File: config.mk
export PLATFORM = sky130hd
export DESIGN_NAME = ext_event_inputs
export DESIGN_NICKNAME = d
export VERILOG_FILES = /design/src/rtl/quad_axis.v /design/src/rtl/ext_event_inputs.v
export VERILOG_INCLUDE_DIRS = /design/src /design/src/rtl
export SDC_FILE = /design/constraint.sdc
export NUM_CORES = 1
export LEC_CHECK = 0
export BUFFER_PORTS_ARGS = -buffer_cell sky130_fd_sc_hd__buf_2
export CELL_PAD_IN_SITES_DETAIL_PLACEMENT = 0
export CELL_PAD_IN_SITES_GLOBAL_PLACEMENT = 1
export CORE_UTILIZATION = 30
export CTS_CLUSTER_DIAMETER = 120
export DETAILED_ROUTE_END_ITERATION = 10
export PLACE_DENSITY = 0.52
export SLEW_MARGIN = 10
export SYNTH_ARGS = -nofsm -noshare
export SYNTH_HDL_FRONTEND = slang
export SYNTH_HIERARCHICAL = 1
export SYNTH_SLANG_ARGS = --single-unit
File: constraint.sdc
create_clock -name clk_sys -period 4.6 [get_ports clk_sys]
set_input_delay 0.92 -clock clk_sys [delete_from_list [all_inputs] [get_ports clk_sys]]
set_output_delay 0.92 -clock clk_sys [all_outputs]
set_load 0.02 [all_outputs]
File: src/rtl/ext_event_consts.vh
// Register offsets, field positions and reset values of the event and encoder input block.
`ifndef EXT_EVENT_CONSTS_VH
`define EXT_EVENT_CONSTS_VH

// ***************************************************************
// Register byte offsets (low address byte).
// ***************************************************************
`define OFS_CTRL      8'h00
`define OFS_STATUS    8'h04
`define OFS_EVENTS    8'h08
`define OFS_WIN_LO    8'h0C
`define OFS_WIN_HI    8'h10
`define OFS_SHIFT0    8'h20
`define OFS_POS0      8'h40

// ***************************************************************
// Field positions.
// ***************************************************************
`define CTRL_FOLLOW   0
`define CTRL_MOTOR_CLR 1
`define CTRL_IDX_ZERO 2
`define STAT_RUN      0
`define STAT_MOTOR    1
`define STAT_CFG_LO   2
`define STAT_LASER    4
`define STAT_GPIO_LO  8
`define STAT_FAULT_LO 16

// ***************************************************************
// GPIO input numbers and reset values.
// ***************************************************************
`define IN_START      0
`define IN_STOP       1
`define IN_TRIG       2
`define IN_MOTOR      3
`define IN_CFG_LO     4
`define CTRL_RST      32'h0000_0000
`define SHIFT_RST     32'h0000_0001
`define WIN_LO_RST    32'h0000_0000
`define WIN_HI_RST    32'h7FFF_FFFF
`define SETTLE_CYCLES 2'h3

`endif

File: src/rtl/quad_axis.v
// One axis: differential encoder receiver, quadrature decoder and position accumulator.
`default_nettype none

module quad_axis #(
  parameter W = 32                         // Position and shift width.
) (
  input  wire         clk_sys,             // System clock.
  input  wire         rst_n,               // Synchronous reset, active low.
  input  wire [5:0]   enc_line,            // {idx_n, idx_p, b_n, b_p, a_n, a_p}.
  input  wire         follow_en,           // Encoder following active.
  input  wire         idx_zero,            // Clear position on index edge.
  input  wire [W-1:0] shift_val,           // Travel per encoder step.
  input  wire         pos_load,            // Load position, one-cycle pulse.
  input  wire [W-1:0] pos_wdata,           // Value to load.
  output reg  [W-1:0] position,            // Tracked position.
  output reg          line_fault           // Some pair shows equal levels.
);

  reg  [5:0] sync1;
  reg  [5:0] sync2;
  reg  [2:0] phase;
  reg  [2:0] phase_d;
  reg        armed;
  wire [2:0] pair_ok;
  wire [2:0] next_phase;
  wire       step;
  wire       up;

  // ***************************************************************
  // Line synchronisers.
  // ***************************************************************
  // Two flops per line; only the second stage is looked at.
  // Reset to the idle pattern (true low, complement high) so no pair looks
  // broken while the stages fill after reset.
  always @(posedge clk_sys) begin
    if (!rst_n) begin
      sync1 <= 6'h2A;
      sync2 <= 6'h2A;
    end else begin
      sync1 <= enc_line;
      sync2 <= sync1;
    end
  end

  // A pair is trusted only while true and complement disagree; otherwise
  // the last good level is held so noise on a broken wire cannot count.
  genvar g;
  generate
    for (g = 0; g < 3; g = g + 1) begin : g_pair
      assign pair_ok[g]    = sync2[2*g] ^ sync2[2*g+1];
      assign next_phase[g] = pair_ok[g] ? sync2[2*g] : phase[g];
    end
  endgenerate

  // ***************************************************************
  // Quadrature decoder, four counts per cycle.
  // ***************************************************************
  // A step is one phase change; a double change is a missed state and ignored.
  assign step = (phase[0] ^ phase_d[0]) ^ (phase[1] ^ phase_d[1]);
  assign up   = phase[0] ^ phase_d[1];

  always @(posedge clk_sys) begin
    if (!rst_n) begin
      phase      <= 3'h0;
      phase_d    <= 3'h0;
      armed      <= 1'b0;
      line_fault <= 1'b0;
      position   <= {W{1'b0}};
    end else begin
      phase      <= next_phase;
      phase_d    <= phase;
      armed      <= 1'b1;
      line_fault <= ~&pair_ok;
      // Software load wins over counting in the same cycle.
      if (pos_load) begin
        position <= pos_wdata;
      end else if (armed && follow_en && idx_zero && phase[2] && !phase_d[2]) begin
        position <= {W{1'b0}};
      end else if (armed && follow_en && step) begin
        position <= up ? position + shift_val : position - shift_val;
      end
    end
  end

endmodule

`default_nettype wire

File: src/rtl/ext_event_inputs.v
// Eight event inputs, three encoder axes and an AHB-Lite register slave.
// Notes on behaviour
// - There are eight general inputs, numbered 0 to 7, that raise events.
// - Only a rising edge on input 0 starts the run; levels and falls do not.
// - A rising edge on input 1 stops the run in progress.
// - A rising edge on input 2 is passed on as the external trigger event.
// - A rising edge on input 3 switches the mirror motor on.
// - Rising edges on inputs 4 to 7 select configuration 1 to 4 as active.
// - Up to three axes, eighteen lines in all, are tracked independently.
// - During a run, the tracked position of axis 0 decides in real time whether the laser is on.
// - Each encoder step moves the axis position by its programmed shift value.
// - With following on, steps come from A/B quadrature and the index is used too.
`default_nettype none
`include "ext_event_consts.vh"

module ext_event_inputs #(
  parameter NAX = 3                        // Number of encoder axes.
) (
  input  wire           clk_sys,           // System clock, 100 MHz.
  input  wire           rst_n,             // Synchronous reset, active low.
  input  wire [7:0]     gpio_in,           // General event inputs.
  input  wire [6*NAX-1:0] enc_line,        // Six differential lines per axis.
  input  wire           hsel,              // AHB-Lite select.
  input  wire [31:0]    haddr,             // AHB-Lite address.
  input  wire [1:0]     htrans,            // AHB-Lite transfer type.
  input  wire           hwrite,            // AHB-Lite write.
  input  wire [2:0]     hsize,             // AHB-Lite size.
  input  wire [31:0]    hwdata,            // AHB-Lite write data.
  input  wire           hready,            // AHB-Lite bus ready.
  output wire           hreadyout,         // Always ready.
  output wire           hresp,             // Always OKAY.
  output reg  [31:0]    hrdata,            // Read data.
  output reg            run_active,        // Processing run in progress.
  output reg            trigger_evt,       // External trigger, one-cycle pulse.
  output reg            motor_en,          // Mirror motor enable.
  output reg  [1:0]     cfg_sel,           // Active configuration minus one.
  output reg            laser_on           // Laser gate from tracked position.
);

  reg  [7:0]     gpio_s1;
  reg  [7:0]     gpio_s2;
  reg  [7:0]     gpio_d;
  reg  [1:0]     settle;
  reg  [7:0]     events;
  reg  [31:0]    ctrl;
  reg  [31:0]    win_lo;
  reg  [31:0]    win_hi;
  reg  [31:0]    shift_val [0:NAX-1];
  reg            dp_write;
  reg  [7:0]     dp_addr;
  reg  [31:0]    next_rdata;
  wire [7:0]     rise;
  wire           acc_ok;
  wire           wr_en;
  wire [32*NAX-1:0] pos_flat;
  wire [NAX-1:0] fault;
  integer        i;
  integer        j;

  // ***************************************************************
  // General input synchroniser and edge detector.
  // ***************************************************************
  // Two flops then a delay flop; the first stage feeds nothing else.
  // Edges are held off for a few cycles after reset so a pin already high
  // at power-up is not mistaken for a rising edge.
  always @(posedge clk_sys) begin
    if (!rst_n) begin
      gpio_s1 <= 8'h00;
      gpio_s2 <= 8'h00;
      gpio_d  <= 8'h00;
      settle  <= 2'h0;
    end else begin
      gpio_s1 <= gpio_in;
      gpio_s2 <= gpio_s1;
      gpio_d  <= gpio_s2;
      if (settle != `SETTLE_CYCLES) begin
        settle <= settle + 2'h1;
      end
    end
  end

  assign rise = (settle == `SETTLE_CYCLES) ? (gpio_s2 & ~gpio_d) : 8'h00;

  // ***************************************************************
  // Process events.
  // ***************************************************************
  // Stop beats start when both rise together: the safe outcome wins.
  always @(posedge clk_sys) begin
    if (!rst_n) begin
      run_active  <= 1'b0;
      trigger_evt <= 1'b0;
      motor_en    <= 1'b0;
      cfg_sel     <= 2'h0;
    end else begin
      if (rise[`IN_STOP]) begin
        run_active <= 1'b0;
      end else if (rise[`IN_START]) begin
        run_active <= 1'b1;
      end
      trigger_evt <= rise[`IN_TRIG];
      if (rise[`IN_MOTOR]) begin
        motor_en <= 1'b1;
      end else if (wr_en && dp_addr == `OFS_CTRL && hwdata[`CTRL_MOTOR_CLR]) begin
        motor_en <= 1'b0;
      end
      // Lowest input wins if several selects rise in one cycle.
      if (rise[`IN_CFG_LO]) begin
        cfg_sel <= 2'h0;
      end else if (rise[`IN_CFG_LO+1]) begin
        cfg_sel <= 2'h1;
      end else if (rise[`IN_CFG_LO+2]) begin
        cfg_sel <= 2'h2;
      end else if (rise[`IN_CFG_LO+3]) begin
        cfg_sel <= 2'h3;
      end
    end
  end

  // ***************************************************************
  // Encoder axes.
  // ***************************************************************
  // Each axis has its own receiver, decoder and accumulator.
  genvar g;
  generate
    for (g = 0; g < NAX; g = g + 1) begin : g_axis
      quad_axis #(
        .W         (32)
      ) u_axis (
        .clk_sys   (clk_sys),
        .rst_n     (rst_n),
        .enc_line  (enc_line[6*g+5:6*g]),
        .follow_en (ctrl[`CTRL_FOLLOW]),
        .idx_zero  (ctrl[`CTRL_IDX_ZERO]),
        .shift_val (shift_val[g]),
        .pos_load  (wr_en && dp_addr == `OFS_POS0 + 8'd4 * g[7:0]),
        .pos_wdata (hwdata),
        .position  (pos_flat[32*g+31:32*g]),
        .line_fault(fault[g])
      );
    end
  endgenerate

  // Laser is gated by the run and by axis 0 lying inside the programmed
  // window; signed compare so travel either side of zero works.
  always @(posedge clk_sys) begin
    if (!rst_n) begin
      laser_on <= 1'b0;
    end else begin
      laser_on <= run_active && ($signed(pos_flat[31:0]) >= $signed(win_lo))
                             && ($signed(pos_flat[31:0]) <= $signed(win_hi));
    end
  end

  // ***************************************************************
  // AHB-Lite slave, zero wait states.
  // ***************************************************************
  // Only word accesses are taken; others complete as OKAY with no effect.
  assign hreadyout = 1'b1;
  assign hresp     = 1'b0;
  assign acc_ok    = hsel && htrans[1] && hready && (hsize == 3'b010);
  assign wr_en     = dp_write;

  // Read data is chosen in the address phase and stands in the data phase.
  always @* begin
    next_rdata = 32'h0000_0000;
    j          = 0;
    case (haddr[7:0])
      `OFS_CTRL:   next_rdata = ctrl;
      `OFS_STATUS: begin
        next_rdata[`STAT_RUN]   = run_active;
        next_rdata[`STAT_MOTOR] = motor_en;
        next_rdata[`STAT_CFG_LO+1:`STAT_CFG_LO] = cfg_sel;
        next_rdata[`STAT_LASER] = laser_on;
        next_rdata[`STAT_GPIO_LO+7:`STAT_GPIO_LO] = gpio_s2;
        next_rdata[`STAT_FAULT_LO+NAX-1:`STAT_FAULT_LO] = fault;
      end
      `OFS_EVENTS: next_rdata[7:0] = events;
      `OFS_WIN_LO: next_rdata = win_lo;
      `OFS_WIN_HI: next_rdata = win_hi;
      default: begin
        for (j = 0; j < NAX; j = j + 1) begin
          if (haddr[7:0] == `OFS_SHIFT0 + 8'd4 * j[7:0]) begin
            next_rdata = shift_val[j];
          end
          if (haddr[7:0] == `OFS_POS0 + 8'd4 * j[7:0]) begin
            next_rdata = pos_flat[32*j +: 32];
          end
        end
      end
    endcase
  end

  // Address phase capture and register writes in the data phase.
  always @(posedge clk_sys) begin
    if (!rst_n) begin
      dp_write <= 1'b0;
      dp_addr  <= 8'h00;
      hrdata   <= 32'h0000_0000;
      ctrl     <= `CTRL_RST;
      win_lo   <= `WIN_LO_RST;
      win_hi   <= `WIN_HI_RST;
      events   <= 8'h00;
      for (i = 0; i < NAX; i = i + 1) begin
        shift_val[i] <= `SHIFT_RST;
      end
    end else begin
      dp_write <= acc_ok && hwrite;
      dp_addr  <= haddr[7:0];
      if (acc_ok && !hwrite) begin
        hrdata <= next_rdata;
      end
      // Sticky edge flags: a new edge wins over a write-one clear.
      if (wr_en && dp_addr == `OFS_EVENTS) begin
        events <= (events & ~hwdata[7:0]) | rise;
      end else begin
        events <= events | rise;
      end
      if (wr_en && dp_addr == `OFS_CTRL) begin
        ctrl <= {29'h0000_0000, hwdata[2:0]} & 32'h0000_0005;
      end
      if (wr_en && dp_addr == `OFS_WIN_LO) begin
        win_lo <= hwdata;
      end
      if (wr_en && dp_addr == `OFS_WIN_HI) begin
        win_hi <= hwdata;
      end
      for (i = 0; i < NAX; i = i + 1) begin
        if (wr_en && dp_addr == `OFS_SHIFT0 + 8'd4 * i[7:0]) begin
          shift_val[i] <= hwdata;
        end
      end
    end
  end

endmodule

`default_nettype wire

==> summary.md, run 1 <==
| Metric | Value |
|---|---|
| Status | completed |
| Gate Count Post-Synth | 2,825 |
| P_leak | 11.5 nW |
| Final Max Slew Viols | 0 |
| Final wirelength | 104 mm |
| Synthesis Warnings | 6 |
| Family with the most delay on the worst path | simple AND/OR/NAND/NOR gates |
| Antenna viol nets, final | 0 |
| Die area | 84,100 um^2 |
| Max_cap viols | 0 |
| Critical path class | reg2reg |
| Clock buffer count from CTS | 51 |
| Crit path time final | 4.43 ns |
| Sum of negative setup slack | 0 ns |
| CTS max path bufs | 3 |
| Buf+Inv Stages, Crit Path | 0 |
| Sequential area share after synthesis | 0.360 |
| Fin. Hold Viols | 0 |
| Total global-route track usage | 0.242 |
| Power Density | 305 nW/um^2 |
| Antenna violations before repair | 3 |
| Final period utilization | 0.963 |
| CP max-delay cell | or4_1 |
| I/O Pins | 140 |
| Layout net count | 3,195 |
| Pin count of the biggest net entering global routing | 86 |
| Highest Clock Rate | 226 MHz |
| Total number of vias | 22,500 |
| Worst IR Drop VDD | 0.240 mV |
| Mapped Area | 24,900 um^2 |
| Placed cell count | 3,930 |
| Startpoint Class | flop |
| Drt first pass iters | 8 |
| Post-CTS Resized | 1 |
| DPL Wire Length | 81.2 mm |
| Clock slew at reported path FFs | 0.06 ns |
| Synth area leader | dfxtp_1 |
| EDFF count, synth | 96 |
| Grt total ovfl | 0 |
| Final worst slack | 0.170 ns |
| Synth area leaders | dfxtp_1 24%, edfxtp_1 12%, ha_1 9.0% |
| Avg Inst Size Synth | 8.80 um^2 |
| Worst-Skew Late Latency | 0.64 ns |
| Most used DFF post-synth | dfxtp_1 |
| Placer Congestion | 0.871 |
| Final setup viols | 0 |
| Syn Nets | 3,107 |
| Async S/R FF share, synth | 0 |
| Hold WC Path Type | reg2reg |
| WL/cell | 25.9 um |
| Die Height | 290 um |
| Post-CTS Hold Fix Bufs | 0 |
| TritonCTS clock tree | built |
| Slew HR | 0.292 |
| Final core utilization | 0.348 |
| Number of clock sinks | 399 |
| Final setup skew | 0.0462 ns |
| Area grow syn2layout | 14.9% |
| Area share of the largest cell type after synthesis | 0.244 |
| Vias in the first global route | 21,700 |
| CP max FO | 9 |
| Arrival @ worst endpoint | 4.90 ns |
| Cell row count | 105 |
| Vias per cell | 5.58 |
| Yosys reg bits | 399 |
| Worst Max-Slew Pin Slew | 1.06 ns |
| First-pass GRT wire length | 151 mm |
| Iteration-0 DRC Markers | 2,079 |
| Crit path cell chain | or4_1 > or4_4 > nand2b_4 > o21a_4 > a21oi_4 > nand2_1 > xor2_1 > ha_1 > nand4_1 > nor2_1 > nand2_1 > or2_2 > o221ai_1 > or2_2 > o211ai_1 |
| Initial core utilization | 0.303 |
| Placement Setup Slack | -0.0433 ns |
| Max incr delay on CP | 0.57 ns |
| Clock Tree Root | clkbuf_16 |
| RSZ-0062 raised after global routing | true |
| Remaining DRCs | 0 |
| Endpoint class of the critical path | flop |
| Die width | 290 um |
| Count of cell types in the netlist | 105 |
| Critical Path RT | 5.07 ns |
| Core Region | 82,100 um^2 |
| Setup bufs post-CTS | 0 |
| IO buf count | 112 |
| Non-filler cells, final | 4,029 |
| Htree depth | 2 |
| Share of cells above drive strength 1 | 0.121 |
## per-stage QoR
| stage | hold WS (ns) | instance area (um^2) | power, mW |
|---|---|---|---|
| 2_1_floorplan | 0.386 | 24900 | 4.16 |
| 3_3_place_gp | 0.392 | 26700 | 4.46 |
| 3_5_place_dp | 0.392 | 26700 | 4.46 |
| 4_1_cts | 0.404 | 28500 | 8.82 |
| 5_1_grt | 0.420 | 28600 | 9.03 |
| 6_report | 0.404 | 28600 | 8.71 |
## sequential cells by signal, summed over array words and instances (netlist names), 8 cells and up
name,count
g_axis.u_axis/phase_d,9
hrdata,32
gpio_s1,8
dp_addr,8
g_axis.u_axis/phase,9
events,8
g_axis.u_axis/position,96
win_lo,32
g_axis.u_axis/sync2,18
gpio_d,8
win_hi,32
gpio_s2,8
g_axis.u_axis/sync1,18
shift_val,96
## worst register-to-register path, delay by kind of cell, from the launching register on
kind	cells	cell delay, ns
xor+xnor	1	0.17
flops	1	0.45
compound gates	4	0.78
fa+ha+maj	1	0.49
simple gates	9	2.36
## placed cells by master (no fill, tap or decap), types with 21 or more instances in the layout
cell type,instances
a21boi_0,40
a21o_1,51
a21oi_1,202
a221oi_1,43
a222oi_1,50
a22o_1,24
a22oi_1,43
a31oi_1,44
and2_1,101
and3_1,25
buf_2,111
buf_4,73
clkbuf_16,53
dfxtp_1,303
edfxtp_1,96
ha_1,178
inv_1,112
nand2_1,300
nand2b_1,30
nand3_1,44
nand4_1,49
nor2_1,153
nor3_1,44
o211ai_1,54
o21ai_0,161
o21ai_1,21
o31ai_1,21
xnor2_1,103
xor2_1,80
## area by class of cell
class / instances / area (um^2)
Inverter: 113 / 424
Clock inverter: 22 / 284
Sequential cell: 399 / 8950
Multi-Input combinational cell: 2162 / 14900
Antenna cell: 3 / 7.51
Tap cell: 1070 / 1340
Fill cell: 8451 / 53500
Clock buffer: 74 / 1520
Timing Repair Buffer: 186 / 1140
## worst paths after layout
| check | slack (ns) | depth (start not counted) | from | endpoint |
|---|---|---|---|---|
| setup / recovery | 0.17 | 15 | shift_val[0][36] | g_axis[1].u_axis/position[30] |
| hold / removal | 0.40 | 1 | g_axis[2].u_axis/sync1[3] | g_axis[2].u_axis/sync2[3] |
| setup reg to reg | 0.17 | 15 | shift_val[0][36] | g_axis[1].u_axis/position[30] |
| hold reg to reg | 0.40 | 1 | g_axis[2].u_axis/sync1[3] | g_axis[2].u_axis/sync2[3] |
## power breakdown
group	internal, mW	leakage (nW)	total, mW	switching [mW]
Clock	2.58	0.879	4.32	1.74
Combinational	0.212	7.27	0.611	0.398
Sequential	3.67	3.36	3.77	0.103
Total	6.47	11.5	8.71	2.24
## cell usage after synthesis (all sizes together), types with 6 or more instances
cell type / number
a211oi: 14
a21boi: 47
a21o: 51
a21oi: 204
a221o: 6
a221oi: 52
a222oi: 50
a22o: 24
a22oi: 43
a31o: 6
a31oi: 45
a41oi: 8
and2: 101
and3: 26
buf: 47
clkbuf: 104
dfxtp: 303
edfxtp: 96
ha: 179
inv: 112
mux2i: 7
nand2: 304
nand2b: 33
nand3: 45
nand3b: 8
nand4: 49
nor2: 169
nor2b: 13
nor3: 51
nor3b: 10
nor4: 11
o211a: 14
o211ai: 55
o21a: 15
o21ai: 187
o21bai: 9
o22ai: 9
o31ai: 21
o41ai: 12
or2: 7
or3: 15
or4: 16
xnor2: 107
xor2: 80
## routing by layer
layer | track usage | vias to the layer above | routed length [um]
met5 | 0 | - | 0
met3 | 0.0263 | 144 | 5120
li1 | - | 10600 | -
met2 | 0.411 | 713 | 49600
met4 | 0.0746 | 0 | 3470
met1 | 0.322 | 11000 | 46100
## logic make-up (layout without fill, tap and decap cells)
kind of cell	count (synthesis)	after routing	share of synthesized area
compound gates	908	908	0.252
simple gates	873	873	0.180
flops	399	399	0.360
buf+inv	264	395	0.0446
xor+xnor	187	187	0.0668
fa+ha+maj	185	185	0.0937
mux	7	7	0.00282
other cells	2	5	0.000302
Note: power is estimated with default switching activity, not from simulation.
==> run 2, diff against run 1 <==
Settings changed: CORE_UTILIZATION 30 to 48, PLACE_DENSITY 0.52 to 0.78.
==> run 2 against run 1 <==
Via count is 3.1% higher. Largest power group unchanged. Flip-flop and latch count stayed put. Sequential power hardly changed. Largest cell class unchanged. Critical path type unchanged. Critical path depth stayed put. Clock skew is 0.024 ns lower. Final area is 3.1% lower. Hold slack worse by 0.0046 ns. Global-route usage is 12 points higher. Setup slack better by 0.10 ns. Final cell count is 10% lower. Combinational power hardly changed.
==> summary.md, run 2 (same netlist as run 1, synthesis figures left out) <==
| Metric | Value |
|---|---|
| R2R setup slack | 0.27 ns |
| Total number of vias | 23,200 |
| Footprint of the multi-input gates | 14,900 um^2 |
| Final period utilization | 0.940 |
| DPL Wire Length | 74.2 mm |
| Critical Path RT | 5.08 ns |
| Total chip power | 8.32 mW |
| RSZ-0062 raised after global routing | false |
| Die Height | 230 um |
| Fill count | 4,782 |
| Clock slew at reported path FFs | 0.06 ns |
| Startpoint Class | flop |
| Sum of negative setup slack | 0 ns |
| Final core utilization | 0.540 |
| Pin count of the biggest net entering global routing | 81 |
| Worst Max-Slew Pin Slew | 1.12 ns |
| Commonest non-fill, non-tap cells in the layout | 303 x dfxtp_1, 301 x nand2_1, 202 x a21oi_1 |
| Antenna viol nets, final | 0 |
| Vias in the first global route | 21,900 |
| Total global-route track usage | 0.365 |
| Core Region | 51,300 um^2 |
| Worst IR Drop VDD | 0.284 mV |
| Area grow syn2layout | 11.3% |
| I/O Pins | 140 |
| Placed Area | 26,100 um^2 |
| Htree depth | 2 |
| Endpoint class of the critical path | flop |
| Iteration-0 DRC Markers | 2,893 |
| Antenna violations before repair | 1 |
| Regs by FF count | g_axis.u_axis/position (96), shift_val (96) |
| Final Max Slew Viols | 0 |
| Power Density | 301 nW/um^2 |
| CTS max path bufs | 3 |
| Final setup skew | 0.0220 ns |
| Critical path class | reg2reg |
| Layout net count | 3,174 |
| Grt total ovfl | 0 |
| Worst-Skew Late Latency | 0.62 ns |
| Remaining DRCs | 0 |
| Non-filler cells, final | 3,609 |
| Arrival @ worst endpoint | 4.81 ns |
| Fin. Hold Viols | 0 |
| TritonCTS clock tree | built |
| Setup bufs post-CTS | 0 |
| Highest Clock Rate | 231 MHz |
| Placer Congestion | 0.963 |
| P_leak | 11.3 nW |
| Clock buffer count from CTS | 46 |
| Clock Tree Root | clkbuf_16 |
| Cell row count | 83 |
| Status | completed |
| Vias per cell | 6.43 |
| First-pass GRT wire length | 143 mm |
| Hold WC Path Type | reg2reg |
| Most common cell after layout, fill and taps aside | dfxtp_1 |
| CP max FO | 9 |
| Number of clock sinks | 399 |
| Placed cell count | 3,524 |
| Final wirelength | 98.1 mm |
| Crit path time final | 4.33 ns |
| Initial core utilization | 0.485 |
| Slew HR | 0.253 |
| Die width | 230 um |
| Sequential cell area | 8950 um^2 |
| Die area | 52,700 um^2 |
| IO buf count | 112 |
| Antenna diodes | 0 |
| WL/cell | 27.2 um |
| Max_cap viols | 0 |
| Drt first pass iters | 9 |
| Design area | 27,700 um^2 |
| Final setup viols | 0 |
| Share of cells above drive strength 1 | 0.114 |
[run 2: changes by cell type in the layout (fill, tap and decap cells not counted), moves of 2 or more]
cell	previous run	this run
buf_4	73	58
clkbuf_16	53	47
clkbuf_8	12	3
clkinv_4	0	2
o21ai_2	1	4
clkinv_2	6	11
diode_2	3	0
inv_4	0	2
clkinv_1	7	3
clkbuf_1	9	7
o21ai_4	4	1
[run 2: final timing paths]
check	depth (start not counted)	start	end
setup / recovery	15	shift_val[0][34]	g_axis[1].u_axis/position[30]
hold / removal	1	g_axis[2].u_axis/sync1[5]	g_axis[2].u_axis/sync2[5]
setup reg to reg	15	shift_val[0][34]	g_axis[1].u_axis/position[30]
hold reg to reg	1	g_axis[2].u_axis/sync1[5]	g_axis[2].u_axis/sync2[5]
[run 2: metrics by stage]
step / setup WS [ns] / hold WS [ns]
finish: 0.274 / 0.399
global route: 0.0284 / 0.421
floorplan: 0.697 / 0.386
detailed placement: 0.343 / 0.395
CTS: 0.321 / 0.406
global placement: 0.341 / 0.393
[run 2: area by class of cell]
cell class | count | share of cell area
Multi-Input combinational cell | 2162 | 0.537
Inverter | 113 | 0.0153
Tap cell | 680 | 0.0307
Clock buffer | 56 | 0.0444
Timing Repair Buffer | 170 | 0.0363
Sequential cell | 399 | 0.323
Clock inverter | 29 | 0.0127
[run 2: where the power goes]
group	switching, mW	total [mW]	internal (mW)
Combinational	0.404	0.608	0.204
Clock	1.66	3.93	2.27
Sequential	0.115	3.79	3.67
Total	2.18	8.32	6.14
[run 2: critical path, stage by stage (launching register included)]
cell and delay, ns:
edfxtp_1 0.49, or4_1 0.53, or4_4 0.48, nand2b_4 0.20, o21a_4 0.21, a21oi_4 0.20, nand2_1 0.10, xor2_1 0.17
ha_1 0.48, nand4_1 0.20, nor2_1 0.25, nand2_1 0.10, or2_2 0.28, o221ai_1 0.24, or2_2 0.16, o211ai_1 0.08
[run 2: layer usage]
layer / global-route usage / vias up / routed length [um]
met3: 0.0632 / 224 / 8870
met1: 0.485 / 11300 / 40600
met4: 0.187 / 2 / 5250
met2: 0.568 / 1088 / 43300
met5: 0 / - / 12
li1: - / 10600 / -
[run 2: what timing repair did]
| action | CTS | global route |
|---|---|---|
| gates resized for setup | 0 | 2 |
| setup endpoints to repair | 0 | 2 |
| hold buffers | 0 | 0 |
